[src/core/ciau_pkg.sv]
// Package: constants and types for the CPU interrupt acceptance unit
package ciau_pkg;
   // ----------------------------------------
   // Vector table
   // ----------------------------------------
   localparam logic [15:0] VEC_BASE     = 16'hFFE0;
   localparam logic [15:0] VEC_RESET    = 16'hFFFE;
   localparam logic [15:0] VEC_NMI      = 16'hFFFC;
   localparam logic [15:0] VEC_WDT      = 16'hFFF4;
   localparam int          NUM_LEVELS   = 16;
   localparam int          LVL_NMI      = 14;
   localparam int          LVL_WDT      = 10;
   localparam int          NUM_MASKABLE = 14;
   // ----------------------------------------
   // Status word bit positions
   // ----------------------------------------
   localparam int          PSW_GIE      = 3;
   localparam int          PSW_CPUHALT  = 4;
   localparam int          PSW_OSCHALT  = 5;
   localparam int          PSW_CLOCK_GATE_ZERO_BIT     = 6;
   localparam int          PSW_CLOCK_GATE_ONE_BIT     = 7;
   localparam logic [15:0] PSW_RESET    = 16'h0000;
   localparam logic [15:0] PC_RESET     = 16'h0000;
   // ----------------------------------------
   // Sequence timing in cycles
   // ----------------------------------------
   localparam logic [2:0]  ACCEPT_CYCLES = 3'd6;
   localparam logic [2:0]  RETURN_CYCLES = 3'd5;
   // ----------------------------------------
   // Sequencer states
   // ----------------------------------------
   typedef enum logic [2:0] {
      ST_RUN    = 3'b001,
      ST_ACCEPT = 3'b010,
      ST_RETURN = 3'b100
   } ciau_state_t;
endpackage

[src/core/ciau_top.sv]
// Top module: interrupt gating, priority, acceptance and return sequencing
//
// The implementer's own choices: the strobed register port.
`timescale 1ns/1ps
module ciau_top (
   input  wire logic                 mclk,
   input  wire logic                 rstn,
   // Peripheral maskable requests, level 0..13 (bit 10 unused, watchdog there)
   input  wire logic [13:0]          irq_request,
   input  wire logic [13:0]          irq_enable,
   input  wire logic                 watchdog_event_flag,
   input  wire logic                 watchdog_irq_enable,
   // Non-maskable sources
   input  wire logic                 nmi_pin_mode,
   input  wire logic                 nmi_pin,
   input  wire logic                 pin_edge_select_bit,
   input  wire logic                 osc_fault_flag,
   input  wire logic                 access_violation_flag,
   input  wire logic                 pin_event_flag_clr,
   input  wire logic                 nmi_enable_we,
   input  wire logic [2:0]           nmi_enable_wdata,
   // CPU core side
   input  wire logic                 instr_boundary,
   input  wire logic                 return_from_service_instr,
   input  wire logic [15:0]          next_instr_pc,
   input  wire logic                 psw_we,
   input  wire logic [15:0]          psw_wdata,
   input  wire logic [15:0]          stack_rdata,
   input  wire logic [15:0]          vector_rdata,
   output logic [15:0]               processor_status_word,
   output logic [15:0]               pc,
   output logic                      pc_load,
   output logic                      stack_push,
   output logic                      stack_pop,
   output logic [15:0]               stack_wdata,
   output logic                      vector_fetch,
   output logic [15:0]               vector_addr,
   output logic                      irq_ack,
   output logic [13:0]               irq_clear,
   output logic                      watchdog_flag_clr,
   output logic                      busy,
   output logic                      pin_event_flag,
   output logic                      pin_event_irq_enable,
   output logic                      osc_fault_irq_enable,
   output logic                      access_violation_irq_enable,
   output logic                      global_irq_enable
);
   import ciau_pkg::*;

   ciau_state_t state;
   logic [2:0]  cnt;
   logic [3:0]  sel_level;
   logic        pin_q;
   logic        pin_edge;
   logic [15:0] pending;
   logic        any_pending;
   logic [3:0]  next_level;
   logic        take;

   assign global_irq_enable = processor_status_word[PSW_GIE];
   assign busy              = (state != ST_RUN);

   // ----------------------------------------
   // NMI pin edge and flag
   // ----------------------------------------
   always_ff @(posedge mclk or negedge rstn) begin
      if (!rstn) begin
         pin_q <= 1'b1;
      end else begin
         pin_q <= nmi_pin;
      end
   end

   // Edge select high means falling edge
   assign pin_edge = nmi_pin_mode &&
                     (pin_edge_select_bit ? (pin_q && !nmi_pin) : (!pin_q && nmi_pin));

   always_ff @(posedge mclk or negedge rstn) begin
      if (!rstn) begin
         pin_event_flag <= 1'b0;
      end else if (pin_edge) begin
         pin_event_flag <= 1'b1;
      end else if (pin_event_flag_clr) begin
         pin_event_flag <= 1'b0;
      end
   end

   // ----------------------------------------
   // NMI enables
   // ----------------------------------------
   wire nmi_accept_clr = (state == ST_ACCEPT) && (cnt == 3'd0) && (sel_level == 4'(LVL_NMI));

   always_ff @(posedge mclk or negedge rstn) begin
      if (!rstn) begin
         pin_event_irq_enable        <= 1'b0;
         osc_fault_irq_enable        <= 1'b0;
         access_violation_irq_enable <= 1'b0;
      end else if (nmi_accept_clr) begin
         // Hardware clear beats a software write in the same cycle
         pin_event_irq_enable        <= 1'b0;
         osc_fault_irq_enable        <= 1'b0;
         access_violation_irq_enable <= 1'b0;
      end else if (nmi_enable_we) begin
         pin_event_irq_enable        <= nmi_enable_wdata[0];
         osc_fault_irq_enable        <= nmi_enable_wdata[1];
         access_violation_irq_enable <= nmi_enable_wdata[2];
      end
   end

   // ----------------------------------------
   // Request gating and priority
   // ----------------------------------------
   always_comb begin
      pending = '0;
      pending[LVL_NMI] = (pin_event_flag && pin_event_irq_enable)
                      || (osc_fault_flag && osc_fault_irq_enable)
                      || (access_violation_flag && access_violation_irq_enable);
      pending[NUM_LEVELS-1] = 1'b0;
   end

   logic [13:0] pending_mask;

   genvar gi;
   generate
      for (gi = 0; gi < NUM_MASKABLE; gi++) begin : g_mask
         if (gi == LVL_WDT) begin : g_wdt
            assign pending_mask[gi] = watchdog_event_flag && watchdog_irq_enable
                                      && global_irq_enable;
         end else begin : g_per
            assign pending_mask[gi] = irq_request[gi] && irq_enable[gi] && global_irq_enable;
         end
      end
   endgenerate

   wire  [15:0] pending_all = {pending[15:14], pending_mask};

   always_comb begin
      next_level  = 4'd0;
      any_pending = 1'b0;
      // Lowest first so the highest index overwrites
      for (int i = 0; i < NUM_LEVELS; i++) begin
         if (pending_all[i]) begin
            next_level  = 4'(i);
            any_pending = 1'b1;
         end
      end
   end

   // Return wins a shared boundary; the request waits for the next one
   assign take = (state == ST_RUN) && instr_boundary && any_pending
                 && !return_from_service_instr;

   // ----------------------------------------
   // Sequencer
   // ----------------------------------------
   always_ff @(posedge mclk or negedge rstn) begin
      if (!rstn) begin
         state     <= ST_RUN;
         cnt       <= 3'd0;
         sel_level <= 4'd0;
      end else begin
         case (state)
            ST_RUN: begin
               cnt <= 3'd0;
               if (take) begin
                  state     <= ST_ACCEPT;
                  sel_level <= next_level;
               end else if (instr_boundary && return_from_service_instr) begin
                  state <= ST_RETURN;
               end
            end
            ST_ACCEPT: begin
               if (cnt == ACCEPT_CYCLES - 3'd1) begin
                  state <= ST_RUN;
                  cnt   <= 3'd0;
               end else begin
                  cnt <= cnt + 3'd1;
               end
            end
            ST_RETURN: begin
               if (cnt == RETURN_CYCLES - 3'd1) begin
                  state <= ST_RUN;
                  cnt   <= 3'd0;
               end else begin
                  cnt <= cnt + 3'd1;
               end
            end
            default: begin
               state <= ST_RUN;
               cnt   <= 3'd0;
            end
         endcase
      end
   end

   // ----------------------------------------
   // Sequence strobes
   // ----------------------------------------
   wire in_acc = (state == ST_ACCEPT);
   wire in_ret = (state == ST_RETURN);

   always_comb begin
      stack_push        = in_acc && (cnt == 3'd1 || cnt == 3'd2);
      stack_pop         = in_ret && (cnt == 3'd1 || cnt == 3'd2);
      vector_fetch      = in_acc && (cnt == 3'd4);
      irq_ack           = in_acc && (cnt == 3'd0);
      irq_clear         = '0;
      watchdog_flag_clr = 1'b0;
      if (irq_ack && sel_level < 4'(NUM_MASKABLE)) begin
         if (sel_level == 4'(LVL_WDT)) begin
            watchdog_flag_clr = 1'b1;
         end else begin
            irq_clear[sel_level] = 1'b1;
         end
      end
   end

   always_ff @(posedge mclk or negedge rstn) begin
      if (!rstn) begin
         vector_addr <= VEC_RESET;
      end else if (take) begin
         vector_addr <= VEC_BASE + {11'd0, next_level, 1'b0};
      end
   end

   always_ff @(posedge mclk or negedge rstn) begin
      if (!rstn) begin
         stack_wdata <= 16'h0000;
      end else if (in_acc && cnt == 3'd0) begin
         stack_wdata <= next_instr_pc;
      end else if (in_acc && cnt == 3'd1) begin
         stack_wdata <= processor_status_word;
      end
   end

   // ----------------------------------------
   // Status word and program counter
   // ----------------------------------------
   always_ff @(posedge mclk or negedge rstn) begin
      if (!rstn) begin
         processor_status_word <= PSW_RESET;
      end else if (in_acc && cnt == 3'd3) begin
         processor_status_word <= processor_status_word & (16'h0001 << PSW_CLOCK_GATE_ZERO_BIT);
      end else if (in_ret && cnt == 3'd2) begin
         processor_status_word <= stack_rdata;
      end else if (psw_we && !busy) begin
         processor_status_word <= psw_wdata;
      end
   end

   always_ff @(posedge mclk or negedge rstn) begin
      if (!rstn) begin
         pc      <= PC_RESET;
         pc_load <= 1'b0;
      end else begin
         pc_load <= 1'b0;
         if (in_acc && cnt == 3'd5) begin
            pc      <= vector_rdata;
            pc_load <= 1'b1;
         end else if (in_ret && cnt == 3'd3) begin
            pc      <= stack_rdata;
            pc_load <= 1'b1;
         end
      end
   end

   // ----------------------------------------
   // Checks
   // ----------------------------------------
   accept_len_a: assert property (@(posedge mclk) disable iff (!rstn)
      take |=> in_acc [*6] ##1 !in_acc)
      else $error("acceptance not six cycles");
   return_len_a: assert property (@(posedge mclk) disable iff (!rstn)
      (state == ST_RUN && instr_boundary && return_from_service_instr && !take)
      |=> in_ret [*5] ##1 !in_ret)
      else $error("return not five cycles");
   nmi_clear_a: assert property (@(posedge mclk) disable iff (!rstn)
      nmi_accept_clr |=> !pin_event_irq_enable && !osc_fault_irq_enable
                         && !access_violation_irq_enable)
      else $error("nmi enables not cleared");
   gie_block_a: assert property (@(posedge mclk) disable iff (!rstn)
      (take && !global_irq_enable) |-> next_level == 4'(LVL_NMI))
      else $error("maskable taken with global off");
   boundary_a: assert property (@(posedge mclk) disable iff (!rstn)
      $rose(in_acc) |-> $past(instr_boundary))
      else $error("taken off boundary");
   psw_clear_a: assert property (@(posedge mclk) disable iff (!rstn)
      (in_acc && cnt == 3'd3) |=> processor_status_word
         == ($past(processor_status_word) & (16'h0001 << PSW_CLOCK_GATE_ZERO_BIT)))
      else $error("status word not cleared");
   push_order_a: assert property (@(posedge mclk) disable iff (!rstn)
      (in_acc && cnt == 3'd0) |=> stack_push && stack_wdata == $past(next_instr_pc))
      else $error("pc not pushed first");
   vec_load_a: assert property (@(posedge mclk) disable iff (!rstn)
      (in_acc && cnt == 3'd5) |=> pc_load && pc == $past(vector_rdata))
      else $error("vector not loaded");
   pin_flag_a: assert property (@(posedge mclk) disable iff (!rstn)
      pin_edge |=> pin_event_flag)
      else $error("pin edge lost");
   wdt_vec_a: assert property (@(posedge mclk) disable iff (!rstn)
      (take && next_level == 4'(LVL_WDT)) |=> vector_addr == VEC_WDT)
      else $error("watchdog vector wrong");
   psw_restore_a: assert property (@(posedge mclk) disable iff (!rstn)
      (in_ret && cnt == 3'd2) |=> processor_status_word == $past(stack_rdata))
      else $error("status word not restored");
   ret_pc_a: assert property (@(posedge mclk) disable iff (!rstn)
      (in_ret && cnt == 3'd3) |=> pc_load && pc == $past(stack_rdata))
      else $error("return pc not loaded");

   nmi_take_c: cover property (@(posedge mclk) disable iff (!rstn) nmi_accept_clr);
   mask_take_c: cover property (@(posedge mclk) disable iff (!rstn)
      take && next_level < 4'(NUM_MASKABLE));
   ret_c: cover property (@(posedge mclk) disable iff (!rstn) $rose(in_ret));
   wdt_take_c: cover property (@(posedge mclk) disable iff (!rstn) watchdog_flag_clr);
   nest_c: cover property (@(posedge mclk) disable iff (!rstn)
      $fell(in_acc) ##[1:20] take);
endmodule

[config.mk]
export PLATFORM = sky130hd
export DESIGN_NAME = ciau_top
export DESIGN_NICKNAME = d
export VERILOG_FILES = /design/src/core/ciau_pkg.sv /design/src/core/ciau_top.sv
export SDC_FILE = /design/constraint.sdc
export NUM_CORES = 1
export LEC_CHECK = 0
export ABC_AREA = 1
export BUFFER_PORTS_ARGS = -buffer_cell sky130_fd_sc_hd__buf_2
export CAP_MARGIN = 20
export CORE_MARGIN = 8
export CORE_UTILIZATION = 40
export DETAILED_ROUTE_END_ITERATION = 10
export PLACE_DENSITY_LB_ADDON = 0.3
export SYNTH_ARGS = -nofsm -noshare
export SYNTH_HDL_FRONTEND = slang
export SYNTH_SLANG_ARGS = --single-unit
[constraint.sdc]
create_clock -name mclk -period 1.9 [get_ports mclk]
set_input_delay 0.285 -clock mclk [delete_from_list [all_inputs] [get_ports mclk]]
set_output_delay 0.285 -clock mclk [all_outputs]
set_load 0.005 [all_outputs]
Word level (Yosys, flattened, before mapping):

Index checks and enable logic that the tools add are counted.

* register bits: 80
* output and inout bits: 90

* bitwise gates (word level): 1
* mux-type cells: 61
* add/sub/neg operators: 2
* equality and inequality tests: 14
* order comparisons: 3
* reductions and logical operators: 68

Operator list (count)
* 16-bit 2-to-1 mux: 7
* 4-bit 2-to-1 mux: 13
* 1-bit logical AND: 51
* 1-bit 2-to-1 mux: 30
* 14-bit 2-to-1 mux: 2
* 3-bit 2-to-1 mux: 6
* 2-bit nonzero test: 5
* 3-bit by 2-bit == test with 1-bit output, second input constant: 3
* 3-bit == test, second input constant: 3
* 3-bit one-hot mux with 3 select lines: 1
* 4-bit == test, second input constant: 2
* 6-bit by 6-bit adder with 7-bit output, first input constant: 1
* 3-bit by 1-bit == test with 1-bit output, second input constant: 2
* 3-bit one-hot mux with 2 select lines: 1
* 4-bit by 5-bit < comparator with 1-bit output, second input constant: 1
* 1-bit demux with 4-bit select: 1
* 4-bit by 1-bit >= comparator with 1-bit output, second input constant: 1
* 1-bit logical NOT: 4
* 4-bit < comparator, second input constant: 1
* 2-bit by 1-bit inequality test with 1-bit output, second input constant: 2
* 2-bit AND reduction: 2
* 3-bit by 1-bit adder with 3-bit output, second input constant: 1
* 3-bit logical NOT: 1
* 1-bit logical OR: 3
* other kinds (5): 5

Logic depth before layout (Yosys ltp):

* depth after elaboration: 21
* mapped depth: 16

Worst setup path before layout:

Ideal clock, no wire load.

* kind: reg2out
* start point: register state[0]
* end point: output port irq_clear[2]
* path slack: 273 ps
* cell stages (with the launch flop): 8
* arrival: 1342 ps
* path buffers: 0
* cells stage by stage: dfstp_2 -> nor3_4 -> nand2_2 -> nor2_4 -> inv_4 -> a31oi_4 -> nand2_2 -> nor3_1

* cells in the longest elaborated chain, start to end: 4

RTL lines
* from (decl): RTL line ciau_top.sv:50 `ciau_state_t state;`
* from (signal assigned): RTL line ciau_top.sv:158 `state <= ST_RUN;`
* from (signal assigned): RTL line ciau_top.sv:166 `state <= ST_ACCEPT;`
* from (signal assigned): RTL line ciau_top.sv:169 `state <= ST_RETURN;`
* 3-bit by 2-bit == test with 1-bit output: RTL line ciau_top.sv:199 `wire in_acc = (state == ST_ACCEPT);`
* 1-bit logical AND: RTL line ciau_top.sv:206 `irq_ack = in_acc && (cnt == 3'd0);`
* via irq_ack: RTL line ciau_top.sv:38 `output logic irq_ack,`
* 1-bit logical AND: RTL line ciau_top.sv:209 `if (irq_ack && sel_level < 4'(NUM_MASKABLE)) begin`
* 14-bit 2-to-1 mux: RTL line ciau_top.sv:209
* to (decl): RTL line ciau_top.sv:39 `output logic [13:0] irq_clear,`

The timed path passes the listed nets, and every way through them passes these cells.

Worst setup path after layout:

* start point: register cnt[0]
* end point: output port irq_clear[2]

* cells in the longest elaborated chain, start to end: 4

RTL lines
* from (decl): RTL line ciau_top.sv:51 `logic [2:0] cnt;`
* from (signal assigned): RTL line ciau_top.sv:177 `cnt <= cnt + 3'd1;`
* from (signal assigned): RTL line ciau_top.sv:185 `cnt <= cnt + 3'd1;`
* 3-bit logical NOT: RTL line ciau_top.sv:206
* 1-bit logical AND: RTL line ciau_top.sv:206
* 1-bit logical AND: RTL line ciau_top.sv:209
* 14-bit 2-to-1 mux: RTL line ciau_top.sv:209

Every way passes these cells.

==> results.py <==
metrics = {
    "outcome": {
        "status": "finished, violations left",
        "failed_checks": "setup timing",
    },
    "detailed_routing": {
        "dr.pass1.iters": 4,
        "dr_total_vias": 3785,
        "wl_per_cell_um": 16.07,
        "wl_um": 12260,
        "drc": 0,
        "ant_nets": 0,
        "drt-vias-per-instance": 4.961,
        "drt_iter0_drc": 152,
    },
    "logic_synthesis": {
        "yosysWarnings": 0,
        "yosysTopAreaCell": "dfrtp_1",
        "ys_async_sr_fraction_pct": 100.0,
        "ys_ff_latch": 68,
        "synth_ff_type": "dfrtp_1",
        "synth_edf_count": 0,
        "ys_seq_area_share_pct": 45.31,
        "syn_area_um2": 3772,
        "synth.top_cell.area_share_pct": 41.13,
        "synth.area.top_cells": "dfrtp_1, nand2_1, nand3_1, dfstp_2, mux2i_1",
        "syn_inst": 447,
        "synth_cell_types": 37,
        "syn_avg_cell_area_um2": 8.439,
    },
    "global_routing": {
        "grt_usage_pct": 18.63,
        "first_global_vias": 3828,
        "grt_max_degree": 69,
        "gr-total-overflow": 0,
        "grt_pass1_wl_um": 19070,
        "antenna_found_initial": 0,
    },
    "clock_tree": {
        "clkLatencyLatePin_ns": 0.34,
        "numCtsBuffers": 9,
        "clkTransAtPathRegs_ns": 0.07,
        "cts.htree.levels": 3,
        "clock_path_buffers": 2,
        "cts.sinks": 68,
        "cts-root-buf": "clkbuf_8",
        "cts_tree": "built",
    },
    "finish": {
        "utilization_pct": 56.08,
        "multiInputGateArea_um2": 1810,
        "num-nets-final": 761,
        "area_growth_pct": 36.72,
        "drive_gt1_share_pct": 42.94,
        "n_fill_cell": 869,
        "seqCellArea_um2": 1710,
        "n_antenna_cell": 0,
    },
    "placed_design": {
        "post-dp-hpwl_um": 9443,
        "dpl_worst_slack_ns": -0.03465,
        "place.gp.congestion": 0.8472,
        "port_buffers": 183,
    },
    "critical_path": {
        "r2r-start": "cnt[1]$_DFF_PN0_",
        "crit_arrival_ns": 1.76,
        "worstRegToRegCells": 6,
        "cp-start-kind": "flop",
        "startpoint": "cnt[0]$_DFF_PN0_",
        "cp.required_ns": 1.62,
        "path_class": "reg -> out",
        "critPathMaxFanout": 3,
        "cp-end-kind": "primary output",
    },
    "die": {
        "ios": 199,
        "die_h_um": 113.1,
        "dieArea_um2": 12790,
        "core-area_um2": 9196,
        "rows": 35,
        "die_w_um": 113.1,
        "initial_core_util_pct": 41.02,
    },
    "min_path": {
        "hp-start": "nmi_pin",
        "hold_class": "in -> reg",
        "min_delay_path_depth": 1,
    },
    "power_and_ir_drop": {
        "p_per_area_nw_per_um2": 1156,
        "combPwrFrac_pct": 40.6,
        "pwr-share-clk_pct": 19.4,
        "p_switching_w": 0.002364,
        "leakage_nw": 2.795,
        "vdd_drop_max_mv": 0.3936,
        "seqPwrFrac_pct": 40.0,
        "swShare_pct": 39.64,
        "internal_power_w": 0.003599,
    },
    "timing": {
        "fin_crit_ns": 2.050,
        "worst_slack_ns": -0.1495,
        "slew_viol_final": 0,
        "rsz0062_at_grt": "yes",
        "hold_slack_ns": 0.05616,
        "finalSetupViolations": 15,
        "finalHoldViolCount": 0,
        "max_freq_mhz": 487.9,
        "finalCritPeriodShare_pct": 107.9,
        "finalClockSkew_ns": 0.007851,
    },
    "run": {
        "drv_cap": 0,
    },
}
## metrics by stage
step | instance area (um^2) | total power [W] | std cells | setup TNS [ns]
final | 5157 | 0.005963 | 763 | -1.308
after global routing | 5157 | 0.006416 | 763 | -2.937
after CTS | 5056 | 0.005945 | 757 | -2.034
after detailed placement | 4723 | 0.004649 | 730 | -0.03465
after global placement | 4723 | 0.004564 | 730 | 0
after floorplan | 3814 | 0.003705 | 458 | 0
## state kept, by name, summed over array words and instances (netlist names)
| register | count |
|---|---|
| pin_event_irq_enable | 1 |
| sel_level | 4 |
| stack_wdata | 16 |
| pin_q | 1 |
| pc | 16 |
| vector_addr | 4 |
| cnt | 3 |
| pc_load | 1 |
| state | 3 |
| pin_event_flag | 1 |
| osc_fault_irq_enable | 1 |
| processor_status_word | 16 |
| access_violation_irq_enable | 1 |
## cell usage after synthesis, types with 3 or more instances
library cell and number:
a21oi_1 8, buf_2 3, buf_4 15, buf_6 7
clkbuf_1 7, dfrtp_1 62, dfstp_2 6, ha_1 5
inv_1 30, inv_2 7, mux2i_1 13, nand2_1 107
nand2_2 3, nand3_1 59, nor2_1 26, nor3_1 7
o211ai_1 13, o211ai_2 5, o21ai_0 24, o21ai_1 3
o22ai_1 16
## per-layer routing
metal  global-route usage, %  vias to the layer above  wire (um)  share of wire, %
met5                       0                        -          0                 0
li1                        -                     1880          -                 -
met4                   6.483                        0        201               1.6
met3                   4.846                       16        804               6.6
met1                   22.66                     1765       5073                41
met2                   31.19                      124       6179                50
## final cells by class
| class | instances | share of cell area [%] |
|---|---|---|
| multi-input combinational | 320 | 35.10 |
| sequential | 68 | 33.16 |
| timing repair buffer | 210 | 22.46 |
| inverter | 38 | 2.863 |
| tap | 111 | 2.693 |
| clock buffer | 9 | 2.402 |
| clock inverter | 7 | 1.310 |
## power by group through the flow
stage / Clock, W / Combinational [W] / Sequential, W
floorplan: 0 / 0.00135 / 0.00236
global placement: 0 / 0.00219 / 0.00238
detailed placement: 0 / 0.00224 / 0.00241
CTS: 0.00120 / 0.00236 / 0.00238
global route: 0.00126 / 0.00270 / 0.00246
finish: 0.00116 / 0.00242 / 0.00238
## placed cells by master, fill, tap and decap left out, types with 2 or more instances in the layout
master	n
conb_1	13
o211ai_1	13
nand3_2	3
buf_6	6
inv_2	9
nor2_4	4
a21oi_1	8
nor2_2	2
clkinvlp_4	3
clkinv_2	3
nand3_1	57
dfrtp_1	61
buf_2	182
o21ai_1	3
ha_1	3
dfstp_2	6
nor3_4	3
inv_4	2
nor2_1	23
buf_4	20
clkbuf_8	9
nand2_2	4
o211ai_2	5
mux2i_1	13
nor3_2	8
inv_1	27
ha_2	2
o21ai_0	24
o22ai_1	16
nand2_1	106
## logic make-up (layout without fill, tap and decap cells)
| kind of cell | Yosys count | after routing | synth area share, % |
|---|---|---|---|
| simple gates | 216 | 216 | 26.37 |
| compound gates | 73 | 73 | 13.00 |
| buf+inv | 70 | 264 | 10.02 |
| flops | 68 | 68 | 45.31 |
| mux | 13 | 13 | 3.449 |
| fa+ha+maj | 5 | 5 | 1.658 |
| other cells | 2 | 13 | 0.1991 |
## final timing paths
kind / slack, ns / end
worst max-delay path: -0.15 / irq_clear[2]
worst min-delay path: 0.06 / pin_q$_DFF_PN1_
worst max register to register: 0.13 / processor_status_word[13]$_DFFE_PN0P_
worst min register to register: 0.47 / vector_addr[4]$_DFFE_PN1P_
max in group asynchronous: 1.06 / state[0]$_DFFE_PN1P_
min in group asynchronous: 0.47 / stack_wdata[10]$_DFFE_PN0P_
## worst max-delay path, stage by stage, from the launching register on
cell     delay, ns
dfrtp_1       0.40
inv_2         0.07
ha_2          0.19
inv_2         0.06
nor2_4        0.17
inv_4         0.06
a31oi_4       0.15
nand2_2       0.09
nor3_2        0.10
buf_2         0.14
## what timing repair did
action	4_1_cts	5_1_grt
setup buffers	10	7
hold buffers	1	0
pin swaps	6	11
hold endpoints to repair	62	0
gates resized for setup	13	17
setup endpoints to repair	16	52
No activity file was read; power rests on OpenSTA's default activity.
